`config.mk`:
```
export PLATFORM = sky130hd
export DESIGN_NAME = sweep_trigger_control
export DESIGN_NICKNAME = d
export VERILOG_FILES = /design/src/swtc_pkg.sv /design/src/sweep_trigger_control.sv
export VERILOG_INCLUDE_DIRS = /design/src
export SDC_FILE = /design/constraint.sdc
export NUM_CORES = 2
export LEC_CHECK = 0
export ABC_AREA = 0
export BUFFER_PORTS_ARGS = -buffer_cell sky130_fd_sc_hd__buf_2
export CAP_MARGIN = 15
export CORE_AREA = 3 3 317 350
export CTS_BUF_LIST = sky130_fd_sc_hd__clkbuf_16
export CTS_CLUSTER_SIZE = 30
export DETAILED_ROUTE_END_ITERATION = 10
export DIE_AREA = 0 0 320 353
export PLACE_DENSITY_LB_ADDON = 0.08
export SYNTH_ARGS = -nofsm -noshare
export SYNTH_HDL_FRONTEND = slang
export SYNTH_SLANG_ARGS = --single-unit
export TNS_END_PERCENT = 50
```
`constraint.sdc`:
```
create_clock -name mclk -period 33.9 [get_ports mclk]
set_clock_uncertainty 0.15 [all_clocks]
set_input_delay 3.39 -clock mclk [delete_from_list [all_inputs] [get_ports mclk]]
set_output_delay 3.39 -clock mclk [all_outputs]
set_load 0.02 [all_outputs]
```
`src/swtc_regs.svh`:
```
// register map, field positions, reset values and timing constants
// assumes: included by bare name from the sweep trigger design files
`ifndef SWTC_REGS_SVH
`define SWTC_REGS_SVH
// byte offsets on the classic wishbone slave, one word each
`define SWTC_OFF_CTRL    6'h00
`define SWTC_OFF_DELAY   6'h04
`define SWTC_OFF_PERIOD  6'h08
`define SWTC_OFF_OFFSET  6'h0C
`define SWTC_OFF_ACQ     6'h10
`define SWTC_OFF_AUTOACQ 6'h14
`define SWTC_OFF_BASEMS  6'h18
`define SWTC_OFF_ZSTIME  6'h1C
`define SWTC_OFF_SPAN    6'h20
`define SWTC_OFF_TOGGLE  6'h24
`define SWTC_OFF_STATUS  6'h28
`define SWTC_OFF_SWPMS   6'h2C
// control fields
`define SWTC_CTRL_RUN    0
`define SWTC_CTRL_TYP_LO 1
`define SWTC_CTRL_TYP_HI 3
`define SWTC_CTRL_NEG    4
`define SWTC_CTRL_SYN_LO 5
`define SWTC_CTRL_SYN_HI 6
`define SWTC_CTRL_STEP   7
`define SWTC_CTRL_MAN    8
`define SWTC_CTRL_BIG    9
// status fields
`define SWTC_ST_NOTICE   3
// reset values
`define SWTC_RST_PERIOD  32'h003D_0900
`define SWTC_RST_ONE     32'h0000_0001
// acquisition limits
`define SWTC_ACQ_MIN     32'h0000_0001
`define SWTC_ACQ_MAX     32'h0000_1388
// times in milliseconds
`define SWTC_LONG_MS     32'h0012_4F80
`define SWTC_UNCAL_MS    32'h003D_0900
`define SWTC_ZS_SMALL_MS 32'h000F_4240
`define SWTC_ZS_BIG_MS   32'h005B_8D80
// clock period and millisecond length in ns
`define SWTC_CLK_NS      32'h0000_0005
`define SWTC_MS_NS       32'h000F_4240
`endif

```
`src/swtc_pkg.sv`:
```
// types shared by the sweep trigger control block
// assumes: compiled before the design module
package swtc_pkg;
  typedef struct packed {
    logic        cyc;
    logic        stb;
    logic        we;
    logic [3:0]  sel;
    logic [5:0]  adr;
    logic [31:0] dat;
  } swtc_wbreq_type;
  typedef enum logic [1:0] {
    ST_IDLE  = 2'b00,
    ST_ARMED = 2'b01,
    ST_DELAY = 2'b10,
    ST_SWEEP = 2'b11
  } swtc_state_type;
  typedef enum logic [2:0] {
    TRG_FREE  = 3'b000,
    TRG_EXT   = 3'b001,
    TRG_PER   = 3'b010,
    TRG_VIDEO = 3'b011,
    TRG_IFLVL = 3'b100
  } swtc_trig_type;
  typedef enum logic [1:0] {
    SYN_NONE  = 2'b00,
    SYN_EXT   = 2'b01,
    SYN_IFLVL = 2'b10,
    SYN_SAT   = 2'b11
  } swtc_sync_type;
endpackage

```
`src/sweep_trigger_control.sv`:
```
// sweep sequencing and trigger qualification with a wishbone slave
// assumes: one clock mclk, all inputs already synchronous to it
`timescale 1ns/1ps
`include "swtc_regs.svh"

module sweep_trigger_control
  import swtc_pkg::*;
#(
  parameter int MS_CYCLES = `SWTC_MS_NS / `SWTC_CLK_NS
)(
  input  wire logic           mclk,
  input  wire logic           rst_b,
  input  wire swtc_wbreq_type wbReq,
  output logic                wbAck,
  output logic [31:0]         wbDat,
  input  wire logic           extTrigIn,
  input  wire logic           videoAboveLevel,
  input  wire logic           ifLevelAboveLevel,
  input  wire logic           satnavSecondPulse,
  output logic                sweepStartPulse,
  output logic                alignPulse,
  output logic                sweepActive,
  output logic                longSweepAlert,
  output logic                uncalibratedFlag,
  output logic                trigNoticeFlag,
  output logic                manualTimeFlag,
  output logic                zeroSpanActive,
  output logic [31:0]         preTrigCycles
);

  // ------------------------------------------------------------
  // register bus
  // ------------------------------------------------------------
  logic        ack_q;
  logic [31:0] dat_q;
  logic [31:0] ctrl_q, delay_q, period_q, offset_q, acq_q, autoAcq_q;
  logic [31:0] baseMs_q, zsTime_q, span_q, lastSpan_q;
  logic        notice_q;
  logic [31:0] readMux;
  logic [31:0] wrData;

  // merge write data into the old word under the byte enables
  function automatic logic [31:0] wbMerge(input logic [31:0] old,
                                          input logic [31:0] nw,
                                          input logic [3:0]  sel);
    logic [31:0] r;
    r = old;
    for (int i = 0; i < 4; i++) begin
      if (sel[i]) begin
        r[i*8 +: 8] = nw[i*8 +: 8];
      end
    end
    return r;
  endfunction

  // write takes effect on the edge where ack is seen high
  wire busReq  = wbReq.cyc & wbReq.stb;
  wire wrStrb  = busReq & wbReq.we & ack_q;
  function automatic logic hitWr(input logic [5:0] a,
                                 input logic [5:0] off,
                                 input logic       s);
    return s & (a == off);
  endfunction
  wire wrCtrl   = hitWr(wbReq.adr, `SWTC_OFF_CTRL, wrStrb);
  wire wrDelay  = hitWr(wbReq.adr, `SWTC_OFF_DELAY, wrStrb);
  wire wrPeriod = hitWr(wbReq.adr, `SWTC_OFF_PERIOD, wrStrb);
  wire wrOffset = hitWr(wbReq.adr, `SWTC_OFF_OFFSET, wrStrb);
  wire wrAcq    = hitWr(wbReq.adr, `SWTC_OFF_ACQ, wrStrb);
  wire wrAuto   = hitWr(wbReq.adr, `SWTC_OFF_AUTOACQ, wrStrb);
  wire wrBase   = hitWr(wbReq.adr, `SWTC_OFF_BASEMS, wrStrb);
  wire wrZs     = hitWr(wbReq.adr, `SWTC_OFF_ZSTIME, wrStrb);
  wire wrSpan   = hitWr(wbReq.adr, `SWTC_OFF_SPAN, wrStrb);
  wire wrToggle = hitWr(wbReq.adr, `SWTC_OFF_TOGGLE, wrStrb);
  wire wrStatus = hitWr(wbReq.adr, `SWTC_OFF_STATUS, wrStrb);

  // acquisition value is clamped into its legal range on write
  wire [31:0] acqIn  = wbMerge(acq_q, wbReq.dat, wbReq.sel);
  wire [31:0] acqLim = (acqIn < `SWTC_ACQ_MIN) ? `SWTC_ACQ_MIN :
                       (acqIn > `SWTC_ACQ_MAX) ? `SWTC_ACQ_MAX :
                       acqIn;
  wire [31:0] autoIn  = wbMerge(autoAcq_q, wbReq.dat, wbReq.sel);
  wire [31:0] autoLim = (autoIn < `SWTC_ACQ_MIN) ? `SWTC_ACQ_MIN :
                        (autoIn > `SWTC_ACQ_MAX) ? `SWTC_ACQ_MAX :
                        autoIn;
  assign wrData = wbMerge(span_q, wbReq.dat, wbReq.sel);

  // ack one cycle after the request, dropped the cycle after
  always_ff @(posedge mclk or negedge rst_b) begin
    if (!rst_b) begin
      ack_q <= 1'b0;
      dat_q <= 32'h0000_0000;
    end else begin
      ack_q <= busReq & ~ack_q;
      dat_q <= (busReq & ~ack_q) ? readMux : dat_q;
    end
  end

  // configuration registers
  always_ff @(posedge mclk or negedge rst_b) begin
    if (!rst_b) begin
      ctrl_q    <= 32'h0000_0000;
      delay_q   <= 32'h0000_0000;
      period_q  <= `SWTC_RST_PERIOD;
      offset_q  <= 32'h0000_0000;
      acq_q     <= `SWTC_RST_ONE;
      autoAcq_q <= `SWTC_RST_ONE;
      baseMs_q  <= `SWTC_RST_ONE;
      zsTime_q  <= `SWTC_RST_ONE;
    end else begin
      if (wrCtrl)   ctrl_q    <= wbMerge(ctrl_q, wbReq.dat, wbReq.sel);
      if (wrDelay)  delay_q   <= wbMerge(delay_q, wbReq.dat, wbReq.sel);
      if (wrPeriod) period_q  <= wbMerge(period_q, wbReq.dat, wbReq.sel);
      if (wrOffset) offset_q  <= wbMerge(offset_q, wbReq.dat, wbReq.sel);
      if (wrAcq)    acq_q     <= acqLim;
      if (wrAuto)   autoAcq_q <= autoLim;
      if (wrBase)   baseMs_q  <= wbMerge(baseMs_q, wbReq.dat, wbReq.sel);
      if (wrZs)     zsTime_q  <= wbMerge(zsTime_q, wbReq.dat, wbReq.sel);
    end
  end

  // span: a nonzero write is remembered for the toggle command
  always_ff @(posedge mclk or negedge rst_b) begin
    if (!rst_b) begin
      span_q     <= 32'h0000_0000;
      lastSpan_q <= 32'h0000_0000;
    end else if (wrSpan) begin
      span_q     <= wrData;
      lastSpan_q <= (wrData != 32'h0000_0000) ? wrData : lastSpan_q;
    end else if (wrToggle) begin
      span_q <= (span_q == 32'h0000_0000) ? lastSpan_q
                                          : 32'h0000_0000;
    end
  end

  // ------------------------------------------------------------
  // configuration decode
  // ------------------------------------------------------------
  wire swtc_trig_type trigType =
    swtc_trig_type'(ctrl_q[`SWTC_CTRL_TYP_HI:`SWTC_CTRL_TYP_LO]);
  wire swtc_sync_type syncSel =
    swtc_sync_type'(ctrl_q[`SWTC_CTRL_SYN_HI:`SWTC_CTRL_SYN_LO]);
  wire runEn    = ctrl_q[`SWTC_CTRL_RUN];
  wire negSlope = ctrl_q[`SWTC_CTRL_NEG];
  wire stepped  = ctrl_q[`SWTC_CTRL_STEP];
  wire manAcq   = ctrl_q[`SWTC_CTRL_MAN];
  wire bigModel = ctrl_q[`SWTC_CTRL_BIG];
  wire isPer    = (trigType == TRG_PER);
  wire knownTyp = (trigType == TRG_EXT) | isPer |
                  (trigType == TRG_VIDEO) | (trigType == TRG_IFLVL);
  // stepped sweeps have no trigger behaviour at all
  wire effFree  = stepped | ~knownTyp;
  wire noticeSet = stepped & (trigType != TRG_FREE);
  wire zeroSpan = (span_q == 32'h0000_0000);

  // the manual factor never goes below the automatic floor
  wire [31:0] effAcq = (manAcq && acq_q > autoAcq_q) ? acq_q
                                                     : autoAcq_q;
  wire [31:0] zsMax  = bigModel ? `SWTC_ZS_BIG_MS : `SWTC_ZS_SMALL_MS;
  wire [31:0] zsEff  = (zsTime_q > zsMax) ? zsMax : zsTime_q;
  wire [63:0] nzProd = 64'(baseMs_q) * 64'(effAcq);
  // factor only scales nonzero spans; product saturates to 32 bits
  wire [31:0] nzMs   = (nzProd[63:32] != 32'h0000_0000) ?
                       32'hFFFF_FFFF : nzProd[31:0];
  wire [31:0] sweepMs = zeroSpan ? zsEff : nzMs;

  // status read image
  wire [31:0] statusWord = {{26{1'b0}}, zeroSpan, manAcq, notice_q,
                            uncalibratedFlag, longSweepAlert,
                            sweepActive};

  // read mux; unmapped offsets answer zero
  assign readMux =
    (wbReq.adr == `SWTC_OFF_CTRL)    ? ctrl_q     :
    (wbReq.adr == `SWTC_OFF_DELAY)   ? delay_q    :
    (wbReq.adr == `SWTC_OFF_PERIOD)  ? period_q   :
    (wbReq.adr == `SWTC_OFF_OFFSET)  ? offset_q   :
    (wbReq.adr == `SWTC_OFF_ACQ)     ? effAcq     :
    (wbReq.adr == `SWTC_OFF_AUTOACQ) ? autoAcq_q  :
    (wbReq.adr == `SWTC_OFF_BASEMS)  ? baseMs_q   :
    (wbReq.adr == `SWTC_OFF_ZSTIME)  ? zsEff      :
    (wbReq.adr == `SWTC_OFF_SPAN)    ? span_q     :
    (wbReq.adr == `SWTC_OFF_STATUS)  ? statusWord :
    (wbReq.adr == `SWTC_OFF_SWPMS)   ? sweepMs    :
    32'h0000_0000;

  // ------------------------------------------------------------
  // trigger qualification
  // ------------------------------------------------------------
  logic ext_q, vid_q, ifl_q, sat_q;
  logic [31:0] perCnt_q;

  // edge chosen by slope; inputs are already in the mclk domain
  function automatic logic edgeHit(input logic now, input logic prev,
                                   input logic neg);
    return neg ? (prev & ~now) : (now & ~prev);
  endfunction

  always_ff @(posedge mclk or negedge rst_b) begin
    if (!rst_b) begin
      ext_q <= 1'b0;
      vid_q <= 1'b0;
      ifl_q <= 1'b0;
      sat_q <= 1'b0;
    end else begin
      ext_q <= extTrigIn;
      vid_q <= videoAboveLevel;
      ifl_q <= ifLevelAboveLevel;
      sat_q <= satnavSecondPulse;
    end
  end

  wire extEdge = edgeHit(extTrigIn, ext_q, negSlope);
  wire vidEdge = edgeHit(videoAboveLevel, vid_q, negSlope);
  wire iflEdge = edgeHit(ifLevelAboveLevel, ifl_q, negSlope);
  wire satRise = satnavSecondPulse & ~sat_q;

  // sync events act on the periodic phase only in periodic mode
  wire syncHit = isPer & (
    ((syncSel == SYN_EXT)   & extTrigIn & ~ext_q) |
    ((syncSel == SYN_IFLVL) & ifLevelAboveLevel & ~ifl_q) |
    ((syncSel == SYN_SAT)   & satRise));
  wire [31:0] perLast = (period_q == 32'h0000_0000) ?
                        32'h0000_0000 : period_q - 32'h0000_0001;
  // an offset at or beyond a nonzero period never matches
  wire perHit = isPer & (perCnt_q == offset_q);

  // period counter, restarted from zero by the sync source
  always_ff @(posedge mclk or negedge rst_b) begin
    if (!rst_b) begin
      perCnt_q <= 32'h0000_0000;
    end else if (syncHit || perCnt_q >= perLast) begin
      perCnt_q <= 32'h0000_0000;
    end else begin
      perCnt_q <= perCnt_q + 32'h0000_0001;
    end
  end

  // slope plays no part when the type is periodic
  wire trigHit = isPer ? perHit :
    ((trigType == TRG_EXT)   & extEdge) |
    ((trigType == TRG_VIDEO) & vidEdge) |
    ((trigType == TRG_IFLVL) & iflEdge);

  // ------------------------------------------------------------
  // sweep sequencer
  // ------------------------------------------------------------
  swtc_state_type state_q, state_d;
  logic [31:0] delayCnt_q, msCnt_q, sweepLeft_q;
  logic        startPls_q, align_q, alert_q, uncal_q;

  wire negDelay  = delay_q[31];
  wire posDelay  = ~negDelay & (delay_q != 32'h0000_0000);
  wire [31:0] preMag = 32'h0000_0000 - delay_q;
  wire msTick    = (msCnt_q == 32'(MS_CYCLES - 1));
  wire sweepDone = (state_q == ST_SWEEP) & msTick &
                   (sweepLeft_q <= 32'h0000_0001);
  wire delayDone = (state_q == ST_DELAY) &
                   (delayCnt_q <= 32'h0000_0001);
  // armed start: free runs immediately, others wait for a hit
  wire armGo    = (state_q == ST_ARMED) & runEn & (effFree | trigHit);
  wire armDirect = armGo & (effFree | ~posDelay);
  // back-to-back restart at sweep end keeps free run gapless
  wire freeAgain = sweepDone & runEn & effFree;
  wire startNow = armDirect | delayDone | freeAgain;

  // next state; hits during delay or sweep are not looked at
  always_comb begin
    state_d = state_q;
    case (state_q)
      ST_IDLE: begin
        if (runEn) state_d = ST_ARMED;
      end
      ST_ARMED: begin
        if (!runEn) state_d = ST_IDLE;
        else if (armDirect) state_d = ST_SWEEP;
        else if (armGo) state_d = ST_DELAY;
      end
      ST_DELAY: begin
        if (delayDone) state_d = ST_SWEEP;
      end
      ST_SWEEP: begin
        if (freeAgain) state_d = ST_SWEEP;
        else if (sweepDone) state_d = runEn ? ST_ARMED : ST_IDLE;
      end
      default: state_d = ST_IDLE;
    endcase
  end

  always_ff @(posedge mclk or negedge rst_b) begin
    if (!rst_b) state_q <= ST_IDLE;
    else        state_q <= state_d;
  end

  // delay countdown loaded by the qualifying trigger
  always_ff @(posedge mclk or negedge rst_b) begin
    if (!rst_b) begin
      delayCnt_q <= 32'h0000_0000;
    end else if (armGo && !armDirect) begin
      delayCnt_q <= delay_q;
    end else if (state_q == ST_DELAY) begin
      delayCnt_q <= delayCnt_q - 32'h0000_0001;
    end
  end

  // millisecond prescaler and remaining sweep time
  always_ff @(posedge mclk or negedge rst_b) begin
    if (!rst_b) begin
      msCnt_q     <= 32'h0000_0000;
      sweepLeft_q <= 32'h0000_0000;
    end else if (startNow) begin
      msCnt_q     <= 32'h0000_0000;
      sweepLeft_q <= (sweepMs == 32'h0000_0000) ? `SWTC_RST_ONE : sweepMs;
    end else if (state_q == ST_SWEEP) begin
      msCnt_q     <= msTick ? 32'h0000_0000 : msCnt_q + 32'h0000_0001;
      sweepLeft_q <= msTick ? sweepLeft_q - 32'h0000_0001 : sweepLeft_q;
    end
  end

  // start strobes and per-sweep flags, fixed for the whole sweep
  always_ff @(posedge mclk or negedge rst_b) begin
    if (!rst_b) begin
      startPls_q <= 1'b0;
      align_q    <= 1'b0;
      alert_q    <= 1'b0;
      uncal_q    <= 1'b0;
    end else begin
      startPls_q <= startNow;
      align_q    <= startNow;
      if (startNow) begin
        alert_q <= (sweepMs > `SWTC_LONG_MS);
        uncal_q <= (sweepMs > `SWTC_UNCAL_MS);
      end else if (sweepDone) begin
        alert_q <= 1'b0;
        uncal_q <= 1'b0;
      end
    end
  end

  // pre-trigger length for the capture path, latched at start
  always_ff @(posedge mclk or negedge rst_b) begin
    if (!rst_b) begin
      preTrigCycles <= 32'h0000_0000;
    end else if (startNow) begin
      preTrigCycles <= (negDelay & ~effFree) ? preMag
                                             : 32'h0000_0000;
    end
  end

  // sticky notice: a set in the clearing cycle wins
  always_ff @(posedge mclk or negedge rst_b) begin
    if (!rst_b) begin
      notice_q <= 1'b0;
    end else if (noticeSet) begin
      notice_q <= 1'b1;
    end else if (wrStatus && wbReq.sel[0] &&
                 wbReq.dat[`SWTC_ST_NOTICE]) begin
      notice_q <= 1'b0;
    end
  end

  // registered outputs
  always_ff @(posedge mclk or negedge rst_b) begin
    if (!rst_b) begin
      sweepActive    <= 1'b0;
      manualTimeFlag <= 1'b0;
      trigNoticeFlag <= 1'b0;
      zeroSpanActive <= 1'b0;
    end else begin
      sweepActive    <= (state_d == ST_SWEEP);
      manualTimeFlag <= manAcq & ~zeroSpan;
      trigNoticeFlag <= notice_q | noticeSet;
      zeroSpanActive <= zeroSpan;
    end
  end

  assign wbAck            = ack_q;
  assign wbDat            = dat_q;
  assign sweepStartPulse  = startPls_q;
  assign alignPulse       = align_q;
  assign longSweepAlert   = alert_q;
  assign uncalibratedFlag = uncal_q;
endmodule

```
---- Word level (Yosys, flattened, before mapping) ----
Cells that the tools add are included.
storage, ports and cells
  output and inout bits ................... 73
  memory bits (read-only) ................. 0
  memories ................................ 0
  register bits ........................... 527
  memory bits (writable) .................. 0
  latch bits .............................. 0
  input port bits ......................... 51
  word-level logic and storage cells ...... 272
operators by class
  divide/modulo/power cells ............... 0
  $add $sub $neg .......................... 6
  shifts and indexed selects .............. 0
  reductions and logical operators ........ 47
  $mul .................................... 1
  bitwise operators ....................... 70
  eq/ne operators ......................... 24
  mux-type cells .......................... 65
  magnitude comparators ................... 11
operators with widths
  operator                                                         number
  2-to-1 mux 32 bit                                                34
  logical NOT 32 bit                                               3
  2-to-1 mux 8 bit                                                 12
  nonzero test 32 bit                                              3
  subtractor 32 x 1 -> 32 bit, second input constant               3
  adder 32 x 1 -> 32 bit, second input constant                    2
  greater-than comparator 32 x 13 -> 1 bit, second input constant  2
  <= comparator 32 x 1 -> 1 bit, second input constant             2
  less-than comparator 32 x 1 -> 1 bit, second input constant      2
  multiplier 32 x 32 -> 64 bit                                     1
  AND reduction 2 bit                                              26
  bitwise AND 1 bit                                                44
  == test 32 x 18 -> 1 bit, second input constant                  1
  == test 32 bit                                                   1
  >= comparator 32 bit                                             1
  greater-than comparator 32 x 21 -> 1 bit, second input constant  1
  greater-than comparator 32 x 22 -> 1 bit, second input constant  1
  greater-than comparator 32 x 23 -> 1 bit                         1
  greater-than comparator 32 bit                                   1
  subtractor 1 x 32 -> 32 bit, first input constant                1
  == test 6 x 5 -> 1 bit, second input constant                    4
  == test 6 bit, second input constant                             4
  2-to-1 mux 23 bit                                                1
  2-to-1 mux 2 bit                                                 7
  18 further kinds                                                 66

---- Longest topological paths before layout ----
  depth after elaboration ................. 18
  mapped depth ............................ 52
  depth with buffers taken out ............ 45

---- Worst setup path before layout ----
No wires, ideal clock.
  kind .................................... register to register
  start point ............................. register autoAcq_q[17]
  end point ............................... register alert_q, in the netlist longSweepAlert
  path buffers ............................ 5
  data required time ...................... 33,632 ps
  path slack .............................. 22,992 ps
  clock period less this slack ............ 10,908 ps
  arrival ................................. 10,640 ps
  setup time .............................. 118 ps
  cell stages (with the launch flop) ...... 47
  cell sequence ........................... dfrtp_1 -> inv_1 -> ha_1 -> a21o_1 -> a21o_1 -> a21oi_1 -> o21ai_0 -> a21o_1 -> a21oi_1 -> nor3_1 -> o311a_1 -> clkbuf_1 -> clkbuf_1 -> clkbuf_1 -> nand2_1 -> o21ai_0 -> clkbuf_1 -> and2_1 -> (+11 left out) -> fa_1 -> ha_1 -> clkbuf_1 -> nand4_1 -> or3_1 -> nor3b_1 -> o31ai_1 -> a31oi_1 -> a211oi_1 -> xnor2_1 -> a2111oi_0 -> and4_1 -> nand4_2 -> a41o_1 -> and3_1 -> a211oi_1 -> o2111ai_1 -> a21o_1
on the way
  word-level cells in the longest chain between the ends .. 9
ends and longest elaborated chain
  what                                                           RTL line                      RTL
  from (decl)                                                    sweep_trigger_control.sv:36   logic [31:0] ctrl_q, delay_q, period_q, offset_q, acq_q, autoAcq_q;
  from (signal assigned)                                         sweep_trigger_control.sv:106  autoAcq_q <= `SWTC_RST_ONE;
  from (signal assigned)                                         sweep_trigger_control.sv:115  if (wrAuto) autoAcq_q <= autoLim;
  greater-than comparator 32 bit                                 sweep_trigger_control.sv:156  wire [31:0] effAcq = (manAcq && acq_q > autoAcq_q) ? acq_q
  logical AND 1 bit                                              sweep_trigger_control.sv:156
  2-to-1 mux 32 bit (*)                                          sweep_trigger_control.sv:156
  multiplier 32 x 32 -> 64 bit (*)                               sweep_trigger_control.sv:160  wire [63:0] nzProd = 64'(baseMs_q) * 64'(effAcq);
  nonzero test 32 bit                                            sweep_trigger_control.sv:162  wire [31:0] nzMs = (nzProd[63:32] != 32'h0000_0000) ?
  2-to-1 mux 32 bit (*)                                          sweep_trigger_control.sv:162
  2-to-1 mux 32 bit (*)                                          sweep_trigger_control.sv:164  wire [31:0] sweepMs = zeroSpan ? zsEff : nzMs;
  greater-than comparator 32 x 21 -> 1 bit (no source line) (*)  -
  2-to-1 mux 1 bit (*)                                           sweep_trigger_control.sv:329  if (startNow) begin
  to (signal assigned)                                           sweep_trigger_control.sv:330  alert_q <= (sweepMs > `SWTC_LONG_MS);
  to (decl)                                                      sweep_trigger_control.sv:249  logic startPls_q, align_q, alert_q, uncal_q;
Every way passes the cells marked *; elsewhere a longest branch is shown, timed or not.
A chain may end at the register's enable or synchronous reset.

---- Final worst setup path ----
  start point ............................. register autoAcq_q[17]
  end point ............................... register dat_q[5], in the netlist wbDat[5]
on the way
  word-level cells in the longest chain between the ends .. 18
ends and longest elaborated chain
  what                            RTL line                      RTL
  greater-than comparator 32 bit  sweep_trigger_control.sv:156
  logical AND 1 bit               sweep_trigger_control.sv:156
  2-to-1 mux 32 bit (*)           sweep_trigger_control.sv:156
  multiplier 32 x 32 -> 64 bit    sweep_trigger_control.sv:160
  nonzero test 32 bit             sweep_trigger_control.sv:162
  2-to-1 mux 32 bit               sweep_trigger_control.sv:162
  2-to-1 mux 32 bit               sweep_trigger_control.sv:164
  2-to-1 mux 32 bit               sweep_trigger_control.sv:183  (wbReq.adr == `SWTC_OFF_SWPMS) ? sweepMs :
  (+2 left out)                   -
  2-to-1 mux 32 bit               sweep_trigger_control.sv:180  (wbReq.adr == `SWTC_OFF_ZSTIME) ? zsEff :
  2-to-1 mux 32 bit               sweep_trigger_control.sv:179  (wbReq.adr == `SWTC_OFF_BASEMS) ? baseMs_q :
  2-to-1 mux 32 bit               sweep_trigger_control.sv:178  (wbReq.adr == `SWTC_OFF_AUTOACQ) ? autoAcq_q :
  2-to-1 mux 32 bit (*)           sweep_trigger_control.sv:177  (wbReq.adr == `SWTC_OFF_ACQ) ? effAcq :
  2-to-1 mux 32 bit (*)           sweep_trigger_control.sv:176  (wbReq.adr == `SWTC_OFF_OFFSET) ? offset_q :
  2-to-1 mux 32 bit (*)           sweep_trigger_control.sv:175  (wbReq.adr == `SWTC_OFF_PERIOD) ? period_q :
  2-to-1 mux 32 bit (*)           sweep_trigger_control.sv:174  (wbReq.adr == `SWTC_OFF_DELAY) ? delay_q :
  2-to-1 mux 32 bit (*)           sweep_trigger_control.sv:173  (wbReq.adr == `SWTC_OFF_CTRL) ? ctrl_q :
  to (signal assigned)            sweep_trigger_control.sv:94   dat_q <= (busReq & ~ack_q) ? readMux : dat_q;
  to (decl)                       sweep_trigger_control.sv:35   logic [31:0] dat_q;
Marks and branches as above.

==> results.sh <==
export IMPL_hp_class="flop to flop"
export IMPL_wl_um=216000
export IMPL_grt_pass1_vias=54204
export IMPL_slew_headroom=0.158
export IMPL_grt_busiest_layer="met2"
export IMPL_synth_top_flop_cell="dfrtp_1"
export IMPL_drt_iter0_markers=4823
export IMPL_max_stage_delay_ns=0.93
export IMPL_insertion_delay_ns=0.66
export IMPL_dr_total_vias=52413
export IMPL_peakVddDrop_v=0.0000517
export IMPL_ys_types=93
export IMPL_ctsHoldBuffers=0
export IMPL_tritoncts="yes"
export IMPL_r2r_start="autoAcq_q[17]"
export IMPL_port_buffers=123
export IMPL_grt_usage=0.385
export IMPL_design_area_um2=66900
export IMPL_max_slew_worst_pin_slew_ns=1.26
export IMPL_gp_congestion=1.03
export IMPL_gr_total_overflow=0
export IMPL_cts_root_buf="clkbuf_16"
export IMPL_cts_htree_levels=2
export IMPL_crit_slowest_cell="a221oi_1"
export IMPL_use_met3=0.0600
export IMPL_max_cap_viol_count=0
export IMPL_syn_cell_area_um2=63200
export IMPL_slew_violations=0
export IMPL_synth_cells=6915
export IMPL_clock_path_buffers=3
export IMPL_routedWlPerCell_um=26.2
export IMPL_use_met2=0.642
export IMPL_max_freq_mhz=68.5
export IMPL_via_per_inst=6.35
export IMPL_p_total_mw=1.60
export IMPL_drt_pass1_iter_count=7
export IMPL_rsz0062_at_grt="no"
export IMPL_drive_gt1_frac=0.0903
export IMPL_num_rows=126
export IMPL_critPathMostFrequentCell="fa_1"
export IMPL_postCtsSetupRepairBufs=0
export IMPL_grt_util_met1=0.480
export IMPL_setup_viol=0
export IMPL_die_h_um=353
export IMPL_core_um2=108000
export IMPL_fin_tns_setup_ns=0
export IMPL_yosysWarnings=0
export IMPL_ys_seq_area_frac=0.209
export IMPL_p_per_area_nw_per_um2=23.9
export IMPL_synth_avg_cell_area_um2=9.14
export IMPL_leakage_nw=29.8
export IMPL_startpoint="autoAcq_q[17]"
export IMPL_cts_resized_gates=0
export IMPL_final_hold_violation_count=0
export IMPL_area_growth_syn_to_layout_pct=5.72
export IMPL_drc=0
export IMPL_critPathKind="flop to flop"
export IMPL_start_util=0.588
export IMPL_worst_hold_startpoint="preTrigCycles[11]"
export IMPL_cp_end_kind="flop"
export IMPL_die_x_um=320
export IMPL_dp_hpwl_um=166000
export IMPL_place_inst=8143
export IMPL_cts_buffers=52
export IMPL_status="complete, no violations"
export IMPL_period_needed_ns=14.60
export IMPL_grt_antenna_before_repair=20
export IMPL_dieArea_um2=113000
export IMPL_grt_pass1_wl_um=331000
export IMPL_startpoint_type="flop"
export IMPL_ios=124
export IMPL_post_route_period_util=0.431
export IMPL_grt_max_degree=157
export IMPL_final_nets=8083
export IMPL_worst_ep_arrival_time_ns=14.94
export IMPL_clock_sinks=527
export IMPL_async_flop_share=1.00
export IMPL_syn_num_nets=8208
export IMPL_final_cells=8252
export IMPL_ant_nets=0
export IMPL_r2r_setup_slack_ns=19.30
export IMPL_hold_ws_ns=0.326
export IMPL_crit_required_ns=34.23
export IMPL_synth_edf_count=0
export IMPL_place_area_um2=65100
export IMPL_cts_clk_slew_worst_paths_ns=0.07
export IMPL_crit_path_max_fanout=37
export IMPL_ys_seq_elements=527
## cell usage after synthesis, types with 48 or more instances
| master | instances | share of area |
|---|---|---|
| fa_1 | 896 | 0.28 |
| nand2_1 | 844 | 0.050 |
| inv_1 | 808 | 0.048 |
| and2_1 | 618 | 0.061 |
| dfrtp_1 | 516 | 0.20 |
| clkbuf_1 | 376 | 0.022 |
| nor2_1 | 376 | 0.022 |
| ha_1 | 346 | 0.068 |
| o21ai_0 | 284 | 0.022 |
| a21oi_1 | 281 | 0.022 |
| mux2_2 | 193 | 0.034 |
| nor3_1 | 112 | 0.0089 |
| xnor2_1 | 90 | 0.012 |
| nand3_1 | 83 | 0.0066 |
| xor2_1 | 81 | 0.011 |
| nand4_1 | 75 | 0.0074 |
| o31ai_1 | 54 | 0.0064 |
| nor4_1 | 51 | 0.0050 |
| nand2b_1 | 49 | 0.0048 |
| o22ai_1 | 48 | 0.0047 |
## power by group
part           switching (mW)  internal, mW  leakage [nW]
clock                   0.285         0.319         0.827
combinational           0.224         0.103          22.1
sequential             0.0217         0.642          6.89
## cell usage in the layout, fill, tap and decap left out, drive strengths merged, types with 57 or more instances in the layout
cell and count:
o31ai 57, nor3 113, nor2 376, a21oi 286
nand4 76, dfrtp 516, nand3 84, buf 238
o21ai 325, xnor2 90, mux2 193, xor2 81
and2 619, ha 346, nand2 844, fa 896
inv 817
## layout make-up
type / instances / area, µm²
diodes: 10 / 25.0
multi-input cells: 5161 / 45600
well taps: 1408 / 1760
inverters: 810 / 3040
clock buffers: 53 / 1330
fillers: 9225 / 40700
repair buffers: 238 / 1520
flip-flops and latches: 527 / 13200
clock inverters: 45 / 393
## cells by family (layout without fill, tap and decap cells)
family,Yosys count,in the layout,synth area share
XOR/XNOR,171,171,0.0237
AO/OA/AOI/OAI,1135,1135,0.116
flip-flops,527,527,0.209
AND/OR/NAND/NOR,2386,2386,0.186
buffers and inverters,1227,1146,0.0737
other,0,10,0
multiplexers,227,227,0.0398
adder cells (fa/ha/maj),1242,1242,0.352
## sequential cells by signal (all words and copies together) (netlist names), 32 cells and up
signal,cells
acq_q,32
autoAcq_q,32
baseMs_q,32
ctrl_q,32
delayCnt_q,32
delay_q,32
lastSpan_q,32
msCnt_q,32
offset_q,32
perCnt_q,32
period_q,32
preTrigCycles,32
span_q,32
sweepLeft_q,32
wbDat,32
zsTime_q,32
## final timing paths
| check | to | depth (start not counted) |
|---|---|---|
| max in group asynchronous | perCnt_q[0] | 4 |
| worst min-delay path | preTrigCycles[11] | 2 |
| min in group asynchronous | preTrigCycles[10] | 1 |
| worst max register to register | wbDat[5] | 41 |
| worst min register to register | preTrigCycles[11] | 2 |
| worst max-delay path | wbDat[5] | 41 |
## stage by stage
step / utilization / setup WS [ns]
final: 0.622 / 19.30
after detailed placement: 0.605 / 19.65
after CTS: 0.621 / 19.59
after floorplan: - / 22.99
after global placement: 0.605 / 19.56
after global routing: 0.622 / 18.76
## worst max-delay path: cells and delay by family (launching register included)
family | cells | cell delay [ns]
buffers and inverters | 6 | 0.79
and+or+nand+nor | 5 | 1.55
DFF | 1 | 0.38
AOI/OAI and AO/OA | 19 | 6.77
adders and majority gates | 10 | 4.55
xor gates and xnor gates | 1 | 0.22
## layer usage
metal	vias to the layer above	share of wire
met2	2551	0.48
met1	26705	0.37
li1	22448	-
met5	-	0.00022
met3	703	0.079
met4	6	0.069
Note: power is estimated with default switching activity, not from simulation.
